$ cat src/vr_regmap_pkg.sv
package vr_regmap_pkg;

    // ****************************************
    // entry indices
    // ****************************************
    localparam logic [7:0] IDX_MAKER_CODE       = 8'h00;
    localparam logic [7:0] IDX_PART_CODE        = 8'h01;
    localparam logic [7:0] IDX_PART_REVISION    = 8'h02;
    localparam logic [7:0] IDX_MANUFACTURE_DATE = 8'h03;
    localparam logic [7:0] IDX_MANUFACTURE_LOT  = 8'h04;
    localparam logic [7:0] IDX_PROTOCOL_VERSION = 8'h05;
    localparam logic [7:0] IDX_FEATURE_FLAGS    = 8'h06;
    localparam logic [7:0] IDX_FAULT_PRIMARY    = 8'h10;
    localparam logic [7:0] IDX_FAULT_SECONDARY  = 8'h11;
    localparam logic [7:0] IDX_THERMAL_ZONE     = 8'h12;
    localparam logic [7:0] IDX_OUT_CURRENT      = 8'h15;
    localparam logic [7:0] IDX_OUT_VOLTAGE      = 8'h16;
    localparam logic [7:0] IDX_REG_TEMPERATURE  = 8'h17;
    localparam logic [7:0] IDX_OUT_POWER        = 8'h18;
    localparam logic [7:0] IDX_IN_CURRENT       = 8'h19;
    localparam logic [7:0] IDX_IN_VOLTAGE       = 8'h1a;
    localparam logic [7:0] IDX_IN_POWER         = 8'h1b;
    localparam logic [7:0] IDX_SECONDARY_SNAP   = 8'h1c;
    localparam logic [7:0] IDX_MAX_CURRENT      = 8'h21;
    localparam logic [7:0] IDX_MAX_TEMPERATURE  = 8'h22;
    localparam logic [7:0] IDX_FAST_SLEW        = 8'h24;
    localparam logic [7:0] IDX_SLOW_SLEW        = 8'h25;
    localparam logic [7:0] IDX_STARTUP_VOLTAGE  = 8'h26;
    localparam logic [7:0] IDX_SCRATCH_FIRST    = 8'h30;
    localparam logic [7:0] IDX_SCRATCH_LAST     = 8'h35;
    localparam logic [7:0] IDX_VOUT_CEILING     = 8'h30;
    localparam logic [7:0] IDX_VOLTAGE_TARGET   = 8'h31;
    localparam logic [7:0] IDX_POWER_STATE      = 8'h32;
    localparam logic [7:0] IDX_VOLTAGE_OFFSET   = 8'h33;
    localparam logic [7:0] IDX_MULTI_REG_CONFIG = 8'h34;
    localparam logic [7:0] IDX_POINTER_COPY     = 8'h35;

    // ****************************************
    // fixed and default values
    // ****************************************
    localparam logic [7:0] RST_PROTOCOL_VERSION = 8'h02;
    localparam logic [7:0] RST_FEATURE_FLAGS    = 8'hd7;
    localparam logic [7:0] RST_STATUS           = 8'h00;
    localparam logic [7:0] RST_MAX_CURRENT      = 8'h00;
    localparam logic [7:0] RST_MAX_TEMPERATURE  = 8'h96;
    localparam logic [7:0] RST_STARTUP_VOLTAGE  = 8'h7e;
    localparam logic [7:0] RST_VOUT_CEILING     = 8'hff;
    localparam logic [7:0] RST_SCRATCH          = 8'h00;
    localparam logic [7:0] SLEW_FAST_10         = 8'h0a;
    localparam logic [7:0] SLEW_FAST_20         = 8'h14;
    localparam logic [7:0] SLEW_SLOW_FOR_10     = 8'h02;
    localparam logic [7:0] SLEW_SLOW_FOR_20     = 8'h05;
    localparam logic [7:0] READ_UNMAPPED        = 8'h00;
    localparam int         SCRATCH_COUNT        = 6;

    // ****************************************
    // bus command codes
    // ****************************************
    typedef enum logic [2:0] {
        CMD_SET_VOLTAGE_FAST = 3'h1,
        CMD_SET_VOLTAGE_SLOW = 3'h2,
        CMD_SET_VOLTAGE_DECAY = 3'h3,
        CMD_SET_POWER_STATE  = 3'h4,
        CMD_REGISTER_POINTER = 3'h5,
        CMD_REGISTER_WRITE   = 3'h6,
        CMD_REGISTER_READ    = 3'h7
    } command_t;

endpackage

$ cat src/vr_pin_sync.sv
`timescale 1ns/10ps
`default_nettype none
// two-stage synchroniser for a bundle of pin levels
module vr_pin_sync #(
    parameter int WIDTH = 1
) (
    input  wire logic             clk,
    input  wire logic [WIDTH-1:0] pin_in,
    output logic      [WIDTH-1:0] pin_sync
);
    logic [WIDTH-1:0] meta_q;
    logic [WIDTH-1:0] sync_q;

    // a bundle needs at least one pin
    if (WIDTH < 1) begin : g_width_check
        $error("pin synchroniser width must be at least one");
    end

    // no reset: pins stand synchronised when reset is released
    // first stage read only by second stage
    always_ff @(posedge clk) begin
        meta_q <= pin_in;
        sync_q <= meta_q;
    end

    assign pin_sync = sync_q;
endmodule // vr_pin_sync
`default_nettype wire

$ cat src/vr_design_point.sv
`timescale 1ns/10ps
`default_nettype none
// captures pin-set design points once, after reset release
module vr_design_point (
    input  wire logic       clk,
    input  wire logic       arst_n,
    input  wire logic       fast_sel_20,
    input  wire logic [7:0] max_current_pins,
    output logic            loaded,
    output logic      [7:0] max_current_limit,
    output logic      [7:0] fast_slew_setting,
    output logic      [7:0] slow_slew_setting
);
    logic       loaded_q, loaded_d;
    logic [7:0] icc_q, icc_d;
    logic [7:0] fast_q, fast_d;
    logic [7:0] slow_q, slow_d;

    // load on the first edge after power-up reset, then hold
    always_comb begin
        loaded_d = 1'b1;
        icc_d    = icc_q;
        fast_d   = fast_q;
        slow_d   = slow_q;
        if (!loaded_q) begin
            icc_d  = max_current_pins;
            fast_d = fast_sel_20 ? vr_regmap_pkg::SLEW_FAST_20
                                 : vr_regmap_pkg::SLEW_FAST_10;
            slow_d = fast_sel_20 ? vr_regmap_pkg::SLEW_SLOW_FOR_20
                                 : vr_regmap_pkg::SLEW_SLOW_FOR_10;
        end
    end

    always_ff @(posedge clk or negedge arst_n) begin
        if (!arst_n) begin
            loaded_q <= 1'b0;
            icc_q    <= vr_regmap_pkg::RST_MAX_CURRENT;
            fast_q   <= vr_regmap_pkg::SLEW_FAST_10;
            slow_q   <= vr_regmap_pkg::SLEW_SLOW_FOR_10;
        end else begin
            loaded_q <= loaded_d;
            icc_q    <= icc_d;
            fast_q   <= fast_d;
            slow_q   <= slow_d;
        end
    end

    assign loaded            = loaded_q;
    assign max_current_limit = icc_q;
    assign fast_slew_setting = fast_q;
    assign slow_slew_setting = slow_q;
endmodule // vr_design_point
`default_nettype wire

$ cat src/vr_serial_register_map.sv
`timescale 1ns/10ps
`default_nettype none
module vr_serial_register_map #(
    parameter logic [7:0] MAKER_CODE  = 8'h5a, // arbitrary value
    parameter logic [7:0] PART_CODE   = 8'h3c, // arbitrary value
    parameter logic [7:0] PART_REV    = 8'h01, // arbitrary value
    parameter logic [7:0] DATE_CODE   = 8'h00, // arbitrary value
    parameter logic [7:0] LOT_CODE    = 8'h00  // arbitrary value
) (
    // clock and reset
    input  wire logic       CLK_SYS,
    input  wire logic       ARST_N,
    // decoded command from the bus framer
    input  wire logic       CMD_VALID,
    input  wire logic [2:0] CMD_CODE,
    input  wire logic [7:0] CMD_PAYLOAD,
    output logic            RSP_VALID,
    output logic      [7:0] RSP_DATA,
    // regulator telemetry, same clock
    input  wire logic [7:0] FAULT_PRIMARY,
    input  wire logic [7:0] FAULT_SECONDARY,
    input  wire logic [7:0] THERMAL_ZONE,
    input  wire logic [7:0] OUT_CURRENT,
    input  wire logic [7:0] OUT_VOLTAGE,
    input  wire logic [7:0] REG_TEMPERATURE,
    input  wire logic [7:0] OUT_POWER,
    input  wire logic [7:0] IN_CURRENT,
    input  wire logic [7:0] IN_VOLTAGE,
    input  wire logic [7:0] IN_POWER,
    input  wire logic [7:0] SECONDARY_SNAP,
    input  wire logic       STARTUP_DONE,
    // design-point pins, asynchronous
    input  wire logic       FAST_SLEW_SEL_PIN,
    input  wire logic [7:0] MAX_CURRENT_PIN,
    // scratchpad contents to the regulator
    output logic      [7:0] VOUT_CEILING,
    output logic      [7:0] VOLTAGE_TARGET,
    output logic      [7:0] POWER_STATE,
    output logic      [7:0] VOLTAGE_OFFSET,
    output logic      [7:0] MULTI_REG_CONFIG,
    output logic      [7:0] POINTER_COPY,
    output logic            DESIGN_POINTS_LOADED
);

    // ****************************************
    // pin synchronisers and design points
    // ****************************************
    logic [8:0] pins_sync;
    logic [7:0] max_current_limit;
    logic [7:0] fast_slew_setting;
    logic [7:0] slow_slew_setting;
    logic       dp_loaded;

    vr_pin_sync #(
        .WIDTH (9)
    ) u_pin_sync (
        .clk      (CLK_SYS),
        .pin_in   ({FAST_SLEW_SEL_PIN, MAX_CURRENT_PIN}),
        .pin_sync (pins_sync)
    );

    logic dp_arst_n;
    assign dp_arst_n = ARST_N;

    vr_design_point u_design_point (
        .clk               (CLK_SYS),
        .arst_n            (dp_arst_n),
        .fast_sel_20       (pins_sync[8]),
        .max_current_pins  (pins_sync[7:0]),
        .loaded            (dp_loaded),
        .max_current_limit (max_current_limit),
        .fast_slew_setting (fast_slew_setting),
        .slow_slew_setting (slow_slew_setting)
    );

    // ****************************************
    // scratchpad and pointer
    // ****************************************
    logic [7:0] scratch_q [vr_regmap_pkg::SCRATCH_COUNT];
    logic [7:0] scratch_d [vr_regmap_pkg::SCRATCH_COUNT];
    logic [7:0] pointer_q;
    logic [7:0] pointer_d;
    logic       wr_en;
    logic [7:0] wr_idx;
    logic       in_scratch;

    // command decode into a write of one scratchpad entry
    always_comb begin
        wr_en     = 1'b0;
        wr_idx    = vr_regmap_pkg::IDX_VOLTAGE_TARGET;
        pointer_d = pointer_q;
        if (CMD_VALID) begin
            case (CMD_CODE)
                vr_regmap_pkg::CMD_SET_VOLTAGE_FAST,
                vr_regmap_pkg::CMD_SET_VOLTAGE_SLOW,
                vr_regmap_pkg::CMD_SET_VOLTAGE_DECAY: begin
                    wr_en  = 1'b1;
                    wr_idx = vr_regmap_pkg::IDX_VOLTAGE_TARGET;
                end
                vr_regmap_pkg::CMD_SET_POWER_STATE: begin
                    wr_en  = 1'b1;
                    wr_idx = vr_regmap_pkg::IDX_POWER_STATE;
                end
                vr_regmap_pkg::CMD_REGISTER_POINTER: begin
                    pointer_d = CMD_PAYLOAD;
                end
                vr_regmap_pkg::CMD_REGISTER_WRITE: begin
                    wr_en  = 1'b1;
                    wr_idx = pointer_q;
                end
                default: begin
                    wr_en = 1'b0;
                end
            endcase
        end
    end

    // identity, telemetry and design points never match: writes dropped
    assign in_scratch = (wr_idx >= vr_regmap_pkg::IDX_SCRATCH_FIRST) &&
                        (wr_idx <= vr_regmap_pkg::IDX_SCRATCH_LAST);

    // per-entry next value
    genvar gi;
    generate
        for (gi = 0; gi < vr_regmap_pkg::SCRATCH_COUNT; gi++) begin : g_scr
            localparam logic [7:0] MY_IDX =
                8'(vr_regmap_pkg::IDX_SCRATCH_FIRST + gi);
            always_comb begin
                scratch_d[gi] = scratch_q[gi];
                if (wr_en && in_scratch && (wr_idx == MY_IDX)) begin
                    scratch_d[gi] = CMD_PAYLOAD;
                end
            end

            // reset models loss of power: defaults return
            always_ff @(posedge CLK_SYS or negedge ARST_N) begin
                if (!ARST_N) begin
                    if (gi == 0) begin
                        scratch_q[gi] <= vr_regmap_pkg::RST_VOUT_CEILING;
                    end else begin
                        scratch_q[gi] <= vr_regmap_pkg::RST_SCRATCH;
                    end
                end else begin
                    scratch_q[gi] <= scratch_d[gi];
                end
            end
        end
    endgenerate

    always_ff @(posedge CLK_SYS or negedge ARST_N) begin
        if (!ARST_N) begin
            pointer_q <= vr_regmap_pkg::RST_SCRATCH;
        end else begin
            pointer_q <= pointer_d;
        end
    end

    // ****************************************
    // read path
    // ****************************************
    logic [7:0] rd_val;
    logic [7:0] rsp_data_q, rsp_data_d;
    logic       rsp_valid_q, rsp_valid_d;
    logic [7:0] rd_idx;

    assign rd_idx = CMD_PAYLOAD;

    // entry lookup by index
    always_comb begin
        case (rd_idx)
            vr_regmap_pkg::IDX_MAKER_CODE:       rd_val = MAKER_CODE;
            vr_regmap_pkg::IDX_PART_CODE:        rd_val = PART_CODE;
            vr_regmap_pkg::IDX_PART_REVISION:    rd_val = PART_REV;
            vr_regmap_pkg::IDX_MANUFACTURE_DATE: rd_val = DATE_CODE;
            vr_regmap_pkg::IDX_MANUFACTURE_LOT:  rd_val = LOT_CODE;
            vr_regmap_pkg::IDX_PROTOCOL_VERSION:
                rd_val = vr_regmap_pkg::RST_PROTOCOL_VERSION;
            vr_regmap_pkg::IDX_FEATURE_FLAGS:
                rd_val = vr_regmap_pkg::RST_FEATURE_FLAGS;
            vr_regmap_pkg::IDX_FAULT_PRIMARY:    rd_val = FAULT_PRIMARY;
            vr_regmap_pkg::IDX_FAULT_SECONDARY:  rd_val = FAULT_SECONDARY;
            vr_regmap_pkg::IDX_THERMAL_ZONE:     rd_val = THERMAL_ZONE;
            vr_regmap_pkg::IDX_OUT_CURRENT:
                rd_val = STARTUP_DONE ? OUT_CURRENT
                                      : vr_regmap_pkg::RST_STATUS;
            vr_regmap_pkg::IDX_OUT_VOLTAGE:      rd_val = OUT_VOLTAGE;
            vr_regmap_pkg::IDX_REG_TEMPERATURE:  rd_val = REG_TEMPERATURE;
            vr_regmap_pkg::IDX_OUT_POWER:        rd_val = OUT_POWER;
            vr_regmap_pkg::IDX_IN_CURRENT:       rd_val = IN_CURRENT;
            vr_regmap_pkg::IDX_IN_VOLTAGE:       rd_val = IN_VOLTAGE;
            vr_regmap_pkg::IDX_IN_POWER:         rd_val = IN_POWER;
            vr_regmap_pkg::IDX_SECONDARY_SNAP:   rd_val = SECONDARY_SNAP;
            vr_regmap_pkg::IDX_MAX_CURRENT:      rd_val = max_current_limit;
            vr_regmap_pkg::IDX_MAX_TEMPERATURE:
                rd_val = vr_regmap_pkg::RST_MAX_TEMPERATURE;
            vr_regmap_pkg::IDX_FAST_SLEW:        rd_val = fast_slew_setting;
            vr_regmap_pkg::IDX_SLOW_SLEW:        rd_val = slow_slew_setting;
            vr_regmap_pkg::IDX_STARTUP_VOLTAGE:
                rd_val = vr_regmap_pkg::RST_STARTUP_VOLTAGE;
            vr_regmap_pkg::IDX_VOUT_CEILING:     rd_val = scratch_q[0];
            vr_regmap_pkg::IDX_VOLTAGE_TARGET:   rd_val = scratch_q[1];
            vr_regmap_pkg::IDX_POWER_STATE:      rd_val = scratch_q[2];
            vr_regmap_pkg::IDX_VOLTAGE_OFFSET:   rd_val = scratch_q[3];
            vr_regmap_pkg::IDX_MULTI_REG_CONFIG: rd_val = scratch_q[4];
            vr_regmap_pkg::IDX_POINTER_COPY:     rd_val = scratch_q[5];
            default:                             rd_val = vr_regmap_pkg::READ_UNMAPPED;
        endcase
    end

    // read answer registered one cycle after the command
    always_comb begin
        rsp_valid_d = CMD_VALID &&
                      (CMD_CODE == vr_regmap_pkg::CMD_REGISTER_READ);
        rsp_data_d  = rsp_valid_d ? rd_val : rsp_data_q;
    end

    always_ff @(posedge CLK_SYS or negedge ARST_N) begin
        if (!ARST_N) begin
            rsp_valid_q <= 1'b0;
            rsp_data_q  <= vr_regmap_pkg::READ_UNMAPPED;
        end else begin
            rsp_valid_q <= rsp_valid_d;
            rsp_data_q  <= rsp_data_d;
        end
    end

    // ****************************************
    // outputs
    // ****************************************
    assign RSP_VALID            = rsp_valid_q;
    assign RSP_DATA             = rsp_data_q;
    assign VOUT_CEILING         = scratch_q[0];
    assign VOLTAGE_TARGET       = scratch_q[1];
    assign POWER_STATE          = scratch_q[2];
    assign VOLTAGE_OFFSET       = scratch_q[3];
    assign MULTI_REG_CONFIG     = scratch_q[4];
    assign POINTER_COPY         = scratch_q[5];
    assign DESIGN_POINTS_LOADED = dp_loaded;

endmodule // vr_serial_register_map
`default_nettype wire

$ cat config.mk
export PLATFORM = sky130hd
export DESIGN_NAME = vr_serial_register_map
export DESIGN_NICKNAME = d
export VERILOG_FILES = /design/src/vr_regmap_pkg.sv /design/src/vr_pin_sync.sv /design/src/vr_design_point.sv /design/src/vr_serial_register_map.sv
export SDC_FILE = /design/constraint.sdc
export NUM_CORES = 1
export LEC_CHECK = 0
export ABC_AREA = 1
export BUFFER_PORTS_ARGS = -buffer_cell sky130_fd_sc_hd__buf_2
export CORE_UTILIZATION = 55
export CTS_CLUSTER_SIZE = 40
export DETAILED_ROUTE_END_ITERATION = 10
export HOLD_SLACK_MARGIN = 0.06
export PLACE_DENSITY = 0.86
export SLEW_MARGIN = 20
export SYNTH_ARGS = -nofsm -noshare
export SYNTH_HDL_FRONTEND = slang
export SYNTH_SLANG_ARGS = --single-unit
$ cat constraint.sdc
create_clock -name CLK_SYS -period 3.4 [get_ports CLK_SYS]
set_input_delay 0.68 -clock CLK_SYS [delete_from_list [all_inputs] [get_ports CLK_SYS]]
set_output_delay 0.68 -clock CLK_SYS [all_outputs]
set_load 0.05 [all_outputs]
== Word-level counts from Yosys, hierarchy flattened ==
Cells that the tools add are included.
Word-level totals
  logic and storage cells: 76
  register bits after elaboration: 108
  bits of input ports: 112
Operators by class
  reductions and logical operators: 12
  magnitude comparators: 2
  equal/unequal tests: 39
  multiplexer cells: 8
Operator list (number)
  case mux 8 bit (27 select lines): 1
  equality test 8 x 6 -> 1 bit, second input constant: 17
  equality test 8 x 5 -> 1 bit, second input constant: 11
  equality test 8 x 3 -> 1 bit, second input constant: 2
  two-way mux 8 bit: 2
  case mux 8 bit (2 select lines): 1
  equality test 3 bit, second input constant: 4
  logical AND 1 bit: 9
  equality test 8 x 1 -> 1 bit, second input constant: 1
  equality test 8 x 2 -> 1 bit, second input constant: 1
  >= comparator 8 x 6 -> 1 bit, second input constant: 1
  less-or-equal comparator 8 x 6 -> 1 bit, second input constant: 1
  logical NOT 8 bit: 1
  equality test 3 x 2 -> 1 bit, second input constant: 2
  two-way mux 5 bit: 1
  OR reduction 5 bit: 1
  equality test 3 x 1 -> 1 bit, second input constant: 1
  two-way mux 3 bit: 1
  two-way mux 1 bit: 2
  AND reduction 2 bit: 1

== Longest topological paths before layout ==
Gate-level depths: netlist (run 1).
  depth in word-level cells: 7
  gate-level depth with buffers: 12
  gate-level depth less buffers: 12

== Modules after synthesis ==
From an unflattened synthesis (run 1), not the netlist that was laid out.
Second synthesis, totals
  cells, all modules: 765
  area total of the unflattened synthesis: 5263.8 µm²
By module, submodules not included
  vr_serial_register_map: sequential area each 1636.6 µm², area each 4389.2 µm², cells an instance 689, times used 1
  vr_design_point: sequential area each 276.5 µm², area each 514.2 µm², cells an instance 58, times used 1
  vr_pin_sync: sequential area each 360.3 µm², area each 360.3 µm², cells an instance 18, times used 1

== Least setup slack after synthesis (run 1) ==
Ideal clock, no wire load.
  path type: in2reg
  start point: input CMD_CODE[0]
  end point: register scratch_q, in the netlist VOLTAGE_TARGET[5]
  stages on the path: 11
  data required time: 3.277 ns
  buffers on the path: 1
  setup slack: 1.584 ns
  arrival: 1.693 ns
  path through: inv_1 -> nand3_2 -> nor2_4 -> nand2_1 -> nor2_1 -> nand2_2 -> nand2_1 -> nand2_2 -> buf_4 -> nand2_1 -> o21ai_1
On the way
  longest elaborated chain between the ends: 7
  elaborated cells between the ends (all ways): 16
  those cells by class: order compare: 2; eq/ne: 6; mux: 4; reduce/logical: 4
Ends and longest elaborated chain
  from (decl): line vr_serial_register_map.sv:15  | input wire logic [2:0] CMD_CODE,
  equality test 3 bit: line vr_serial_register_map.sv:93  | case (CMD_CODE)
  case mux 8 bit (2 select lines): line vr_serial_register_map.sv:93
  two-way mux 8 bit: line vr_serial_register_map.sv:92  | if (CMD_VALID) begin
  >= comparator 8 x 6 -> 1 bit or less-or-equal comparator 8 x 6 -> 1 bit (tied branches): line vr_serial_register_map.sv:119, vr_serial_register_map.sv:120
  logical AND 1 bit: line vr_serial_register_map.sv:119  | assign in_scratch = (wr_idx >= vr_regmap_pkg::IDX_SCRATCH_FIRST) &&
  logical AND 1 bit: line vr_serial_register_map.sv:130  | if (wr_en && in_scratch && (wr_idx == MY_IDX)) begin
  logical AND 1 bit *: line vr_serial_register_map.sv:130
  to (signal, indexed assignment): line vr_serial_register_map.sv:139  | scratch_q[gi] <= vr_regmap_pkg::RST_VOUT_CEILING;
  to (signal, indexed assignment): line vr_serial_register_map.sv:141  | scratch_q[gi] <= vr_regmap_pkg::RST_SCRATCH;
  to (signal, indexed assignment): line vr_serial_register_map.sv:144  | scratch_q[gi] <= scratch_d[gi];
  to (decl): line vr_serial_register_map.sv:79  | logic [7:0] scratch_q [vr_regmap_pkg::SCRATCH_COUNT];
Mark *: on every way between the ends. The rest lies on a longest branch, timed or not.
A chain may end at the register's enable or synchronous reset.

== Final worst setup path (run 1) ==
  start point: input CMD_PAYLOAD[5]
  end point: register rsp_data_q[0], in the netlist RSP_DATA[0]
On the way
  longest elaborated chain between the ends: 2
  elaborated cells between the ends (all ways): 28
  those cells by class: eq/ne: 26; mux: 1; reduce/logical: 1
Ends and longest elaborated chain
  from (decl): line vr_serial_register_map.sv:16  | input wire logic [7:0] CMD_PAYLOAD,
  equality test 8 x 6 -> 1 bit, or another cell as far along: line vr_serial_register_map.sv:170  | case (rd_idx)
  case mux 8 bit (27 select lines) *: line vr_serial_register_map.sv:170
  to (signal assigned): line vr_serial_register_map.sv:220  | rsp_data_q <= vr_regmap_pkg::READ_UNMAPPED;
  to (signal assigned): line vr_serial_register_map.sv:223  | rsp_data_q <= rsp_data_d;
  to (decl): line vr_serial_register_map.sv:162  | logic [7:0] rsp_data_q, rsp_data_d;
Marks and branches as above.

==> impl_metrics.py, run 1 <==
metrics = {
    "timing": {
        "fin_crit_sh_pct": 69.0,
        "rsz0062_at_grt": "no",
        "final-hold-violation-count": 0,
        "period_needed_ns": 2.35,
        "setup_violations": 0,
        "tns_ns": 0,
        "tightestPinTransition_ns": 0.871,
        "max_freq_mhz": 426,
        "setup_slack_ns": 1.05,
        "slew_headroom_pct": 41.9,
        "drv_slew": 0,
        "skew_ns": 0.00939,
    },
    "setup_path": {
        "start_kind": "input pin",
        "worst_r2r_path_depth": 8,
        "critPathKind": "in2reg",
        "crit_start": "CMD_PAYLOAD[5]",
        "r2r-start": "pointer_q[6]",
        "arrival_ns": 2.65,
        "crit_path_max_fanout": 35,
        "r2r_end": "VOLTAGE_TARGET[2]",
        "required_ns": 3.70,
        "cp-end-kind": "flop",
        "cp-endpoint": "RSP_DATA[0]",
        "r2r_slack_ns": 1.62,
    },
    "run": {
        "drv_cap": 0,
    },
    "routing": {
        "m1WireLength_um": 6750,
        "wl_per_cell_um": 16.9,
        "drt_wl_total_um": 16700,
        "topRoutingLayerUsed": "met4",
        "firstDrtPassIters": 5,
        "ant_nets": 0,
        "drt_iter0_drc": 473,
        "routed-wl-met2_um": 7420,
        "via_per_inst": 5.73,
        "num_vias": 5646,
        "wl_met3_um": 1820,
        "drc": 0,
    },
    "logic_synthesis": {
        "yosys_warnings": 0,
        "yosys.area_share.adder_pct": 0,
        "syn_inst": 713,
        "synth_simple_gate_area_share_pct": 42.1,
        "synth_area_leader_cell": "dfrtp_1",
        "yosysSeqAreaShare_pct": 45.6,
        "synthDistinctLibCells": 29,
        "ys_seq_elements": 94,
        "synth-compound-area-share_pct": 6.90,
        "syn-num-nets": 825,
        "synthTopCellsByArea": "dfrtp_1 (34%), nand2_1 (19%), nand3_1 (12%), dfxtp_1 (7.2%), nor2_1 (6.0%)",
        "synth_top_family_by_area": "simple AND/OR/NAND/NOR gates",
        "synthXorXnorAreaFrac_pct": 0,
        "netlist_area_um2": 4990,
        "syn_avg_cell_area_um2": 6.99,
        "synth_top_area_share_pct": 33.6,
        "synthMuxAreaShare_pct": 0,
    },
    "layout": {
        "insertedDiodeCount": 0,
        "final_cell_mix": "nand2_1 (257), buf_2 (169), nand3_1 (123)",
        "final_util_pct": 69.3,
        "syn2layout_area_growth_pct": 21.8,
        "drive_above_1_share_pct": 25.3,
        "nFillCells": 795,
        "nets": 985,
        "final_common_cell": "nand2_1",
    },
    "placed_design": {
        "place_congestion": 0.947,
        "pre_cts_slack_ns": 0.719,
        "portBuffers": 169,
        "post-dp-hpwl_um": 12500,
    },
    "clock_network": {
        "cts_resized": 0,
        "numCtsBuffers": 9,
        "clock-root-buffer": "clkbuf_8",
        "cts_num_sinks": 94,
        "cts_buffer_depth": 2,
        "path_clk_slew_ns": 0.09,
        "htreeDepth": 3,
        "cts_tree": "yes",
        "cts_hold_buf": 0,
        "post-cts-setup-buffers": 0,
        "clkLatencyLatePin_ns": 0.36,
    },
    "floorplanning": {
        "start_util_pct": 56.9,
        "die_w_um": 97.2,
        "die_area_um2": 9450,
        "ios": 170,
        "coreArea_um2": 8760,
        "fp-row-count": 34,
        "die_y_um": 97.2,
    },
    "global_routing": {
        "globalRouteOverflowTotal": 0,
        "grt_pass1_wl_um": 26000,
        "grt_pass1_vias": 5159,
        "global_route.usage.total_pct": 35.5,
        "grt_max_degree": 44,
        "antenna_found_initial": 0,
    },
    "power": {
        "sw_frac_of_total_pct": 39.8,
        "p_sw_w": 0.00114,
        "power_frac_comb_pct": 27.7,
        "power_leakage_nw": 3.43,
        "power_w": 0.00288,
        "p_int_w": 0.00173,
        "power_density_nw_per_um2": 474,
        "clkPwrFrac_pct": 23.8,
        "vdd_drop_max_uv": 345,
        "p_seq_share_pct": 48.5,
    },
    "run_status": {
        "status": "complete, no violations",
    },
    "worst_hold_path": {
        "min_path_type": "reg2reg",
    },
}
critical path, stage by stage:
cell and delay [ns]:
buf_2 0.14, inv_2 0.17, nand2_1 0.13, nor2_4 0.48, buf_4 0.43, nand3_1 0.16
nand2_1 0.12, nor2_1 0.05, nand2_1 0.08, nor2_1 0.04, nand2_1 0.05, nand2_1 0.04
nand2_1 0.05
cell families (layout without fill, tap and decap cells):
group,after synthesis,count (layout)
AOI/OAI and AO/OA,66,66
buffers and inverters,63,228
DFF,94,94
other,1,1
and+or+nand+nor,489,489
Yosys cell counts:
library cell	count
a211o_1	1
a21oi_1	2
a31oi_1	1
and3_1	1
buf_2	15
buf_4	3
clkbuf_1	8
clkinv_1	2
conb_1	1
dfrtp_1	67
dfstp_2	9
dfxtp_1	18
inv_1	27
inv_2	8
nand2_1	257
nand2_2	5
nand3_1	123
nand3_2	1
nand3b_1	7
nand4_1	7
nand4_2	1
nor2_1	80
nor2_2	2
nor2_4	4
nor3_1	1
o21a_1	2
o21ai_0	49
o21ai_1	10
o21ai_2	1
power by group through the flow:
stage | clock network, W | registers (W) | logic, W
3_5_place_dp | 0 | 0.00141 | 0.000792
4_1_cts | 0.000686 | 0.00139 | 0.000794
5_1_grt | 0.000727 | 0.00141 | 0.000845
3_3_place_gp | 0 | 0.00141 | 0.000777
6_report | 0.000686 | 0.00139 | 0.000796
2_1_floorplan | 0 | 0.00174 | 0.000180
per-layer routing:
layer | GRT usage, % | up-vias
met5 | 0 | -
met4 | 18.2 | 0
met3 | 6.33 | 62
met2 | 54.3 | 374
met1 | 48.5 | 2568
li1 | - | 2642
through the flow:
step | hold WS, ns | cells | cell area (um2)
final | 0.333 | 986 | 6070
after global placement | 0.310 | 970 | 5900
after floorplan | 0.310 | 713 | 4990
after CTS | 0.336 | 986 | 6070
after global routing | 0.341 | 986 | 6070
after detailed placement | 0.314 | 970 | 5900
registers in the layout (all words and copies together), names as in the netlist, 2 cells and up:
register	cells
VOLTAGE_TARGET	8
POINTER_COPY	8
VOUT_CEILING	8
MULTI_REG_CONFIG	8
pointer_q	8
u_pin_sync.meta_q	9
u_design_point.slow_slew_setting	2
u_pin_sync.pin_sync	9
RSP_DATA	8
u_design_point.max_current_limit	8
VOLTAGE_OFFSET	8
POWER_STATE	8
cell type report:
type	count	area [um2]	share of cell area, %
Inverter	37	139	2.29
Timing Repair Buffer	175	903	14.9
Multi-Input combinational cell	556	2450	40.3
Tap cell	108	135	2.23
Clock inverter	6	43.8	0.721
Clock buffer	10	128	2.10
Sequential cell	94	2270	37.4
worst min-delay path by stage:
stage,depth (start not counted),from,end
after CTS,0,u_pin_sync.meta_q[3],u_pin_sync.pin_sync[3]
after global routing,0,u_pin_sync.meta_q[3],u_pin_sync.pin_sync[3]
after floorplan,0,u_pin_sync.meta_q[0],u_pin_sync.pin_sync[0]
final,0,u_pin_sync.meta_q[3],u_pin_sync.pin_sync[3]
after global placement,0,u_pin_sync.meta_q[4],u_pin_sync.pin_sync[4]
after detailed placement,0,u_pin_sync.meta_q[3],u_pin_sync.pin_sync[3]
No activity file was read; power rests on OpenSTA's default activity.
==> inputs of run 2 (changes only) <==
- ABC_AREA: 1 -> 0
- CORE_UTILIZATION: 55 -> 46
- PLACE_DENSITY: 0.86 -> 0.77
- clock period: 3.4 -> 2.05 ns (I/O delays scaled with it)
==> impl_metrics.py, run 2 <==
metrics = {
    "clock_network": {
        "htreeDepth": 3,
        "post-cts-setup-buffers": 0,
        "cts_buffer_depth": 2,
        "cts_num_sinks": 94,
        "clkLatencyLatePin_ns": 0.37,
        "numCtsBuffers": 9,
        "cts_tree": "yes",
        "clock-root-buffer": "clkbuf_8",
        "path_clk_slew_ns": 0.09,
    },
    "logic_synthesis": {
        "syn_inst": 496,
        "yosysSeqAreaShare_pct": 44.6,
        "synthTopCellsByArea": "dfrtp_1 (33%), mux2_2 (7.7%), dfxtp_1 (7.1%), mux2_1 (5.1%), dfstp_2 (4.6%)",
        "netlist_area_um2": 5100,
        "synthTopCellsByCount": "dfrtp_1 (67), nand2_1 (40), mux2_2 (35)",
        "yosys_warnings": 0,
        "syn-num-nets": 608,
        "synth_edf_count": 0,
        "yosysMostFrequentCell": "dfrtp_1",
        "syn_avg_cell_area_um2": 10.3,
        "async_flop_share_pct": 80.9,
        "synth_top_area_share_pct": 32.9,
        "synthDistinctLibCells": 69,
        "ys_seq_elements": 94,
        "synth_area_leader_cell": "dfrtp_1",
        "synth_flop_cell": "dfrtp_1",
    },
    "floorplanning": {
        "die_w_um": 107,
        "die_area_um2": 11500,
        "fp-row-count": 38,
        "start_util_pct": 47.0,
        "die_y_um": 107,
        "ios": 170,
        "coreArea_um2": 10800,
    },
    "placed_design": {
        "dp.cells": 842,
        "place_congestion": 0.898,
        "portBuffers": 169,
        "post-dp-hpwl_um": 13900,
    },
    "global_routing": {
        "grt_pass1_wl_um": 27400,
        "grt_pass1_vias": 4981,
        "antenna_found_initial": 0,
        "globalRouteOverflowTotal": 0,
        "grt_use_met3_pct": 5.39,
        "grt_util_met2_pct": 52.1,
        "grt_busiest_layer": "met2",
        "grt_max_degree": 77,
        "use_met1_pct": 42.8,
        "global_route.usage.total_pct": 31.8,
    },
    "timing": {
        "final-hold-violation-count": 0,
        "drv_slew": 0,
        "setup_violations": 0,
        "fin_crit_sh_pct": 94.5,
        "slew_headroom_pct": 66.9,
        "skew_ns": 0.0166,
        "period_needed_ns": 1.94,
        "max_freq_mhz": 516,
        "tns_ns": 0,
        "tightestPinTransition_ns": 0.494,
    },
    "setup_path": {
        "crit_buf_inv": 0,
        "crit_path_max_fanout": 8,
        "crit_chain": "nor4_2, and2b_2, nand3_1, a211o_2, mux2_1",
        "start_kind": "flop",
        "r2r_slack_ns": 0.11,
        "arrival_ns": 2.18,
        "critPathTopFamily": "simple AND/OR/NAND/NOR gates",
        "required_ns": 2.30,
        "cp-end-kind": "flop",
        "cp_slowest_stage_delay_ns": 0.47,
        "critPathKind": "reg2reg",
        "slowest_stage": "a211o_2",
    },
    "power": {
        "power_w": 0.00455,
        "power_leakage_nw": 3.26,
        "power_density_nw_per_um2": 669,
        "vdd_drop_max_uv": 491,
    },
    "layout": {
        "drive_above_1_share_pct": 45.5,
        "final_cell_mix": "buf_2 (169), buf_4 (78), dfrtp_1 (67)",
        "nets": 825,
        "multiInputGateArea_um2": 2580,
        "instances_no_fill": 858,
        "syn2layout_area_growth_pct": 33.4,
        "final_util_pct": 62.7,
        "nFillCells": 956,
        "final_common_cell": "buf_2",
        "area.sequential_um2": 2270,
        "insertedDiodeCount": 0,
    },
    "routing": {
        "via_per_inst": 6.03,
        "num_vias": 5172,
        "ant_nets": 0,
        "wl_per_cell_um": 21.1,
        "firstDrtPassIters": 5,
        "drt_iter0_drc": 577,
        "drc": 0,
        "drt_wl_total_um": 18100,
    },
    "worst_hold_path": {
        "min_path_type": "in2async",
    },
    "run_status": {
        "status": "complete, no violations",
    },
    "run": {
        "drv_cap": 0,
    },
}
run 2: cell count changes after synthesis, moves of 16 or more:
cell and delta:
a21oi_1 +16, inv_1 -20, mux2_1 +23, mux2_2 +35
nand2_1 -217, nand3_1 -101, nor2_1 -63, o21ai_0 -25
run 2: what timing repair did:
item / CTS / global route
hold buffers: 0 / 0
resized for setup: 0 / 3
endpoints found under the hold margin: 0 / 0
endpoints found under the setup margin: 0 / 15
run 2: final cells by class:
type / instances / area share, %
flip-flops and latches: 94 / 33.4
multi-input cells: 348 / 38.0
clock buffers: 12 / 1.99
well taps: 140 / 2.58
repair buffers: 252 / 22.5
clock inverters: 4 / 1.07
inverters: 8 / 0.442
run 2: per-layer routing:
metal	vias up	part of all wire, %
met5	-	0
met4	0	2.6
met3	45	9.5
met2	317	48
met1	2511	40
li1	2299	-
run 2: worst paths after layout:
| path | startpoint | cells past startpoint | endpoint |
|---|---|---|---|
| worst max register to register | pointer_q[7] | 5 | POWER_STATE[5] |
| worst max-delay path | pointer_q[7] | 5 | POWER_STATE[5] |
| worst min-delay path | ARST_N | 2 | pointer_q[2] |
| min in group CLK_SYS | MAX_CURRENT_PIN[3] | 1 | u_pin_sync.meta_q[3] |
| worst min register to register | u_pin_sync.meta_q[2] | 0 | u_pin_sync.pin_sync[2] |
| max in group asynchronous | ARST_N | 2 | u_design_point.slow_slew_setting[1] |
run 2: stage by stage:
stage	cell area [um2]	setup slack [ns]	hold WS, ns
2_1_floorplan	5100	0.152	0.114
3_3_place_gp	6590	-0.126	0.311
3_5_place_dp	6590	-0.147	0.312
4_1_cts	6790	0.0201	0.0835
5_1_grt	6800	-0.000214	0.0948
6_report	6800	0.114	0.0709
run 2: where the power goes:
group / switching, W / total, W / leakage, nW / internal (W)
registers: 0.000126 / 0.00213 / 1.11 / 0.00200
logic: 0.000685 / 0.00110 / 2.05 / 0.000417
clock network: 0.000638 / 0.00133 / 0.101 / 0.000688
run 2: kinds of logic after synthesis:
family,after synthesis,synth area share [%]
multiplexers,75,17.6
AND/OR/NAND/NOR,144,15.4
AO/OA/AOI/OAI,128,17.4
flip-flops,94,44.6
buffers and inverters,54,4.93
other,1,0.0735
run 2: worst register-to-register path: stages, from the launching register on:
cell	delay, ns
dfrtp_1	0.41
nor4_2	0.29
and2b_2	0.22
nand3_1	0.08
a211o_2	0.47
mux2_1	0.36
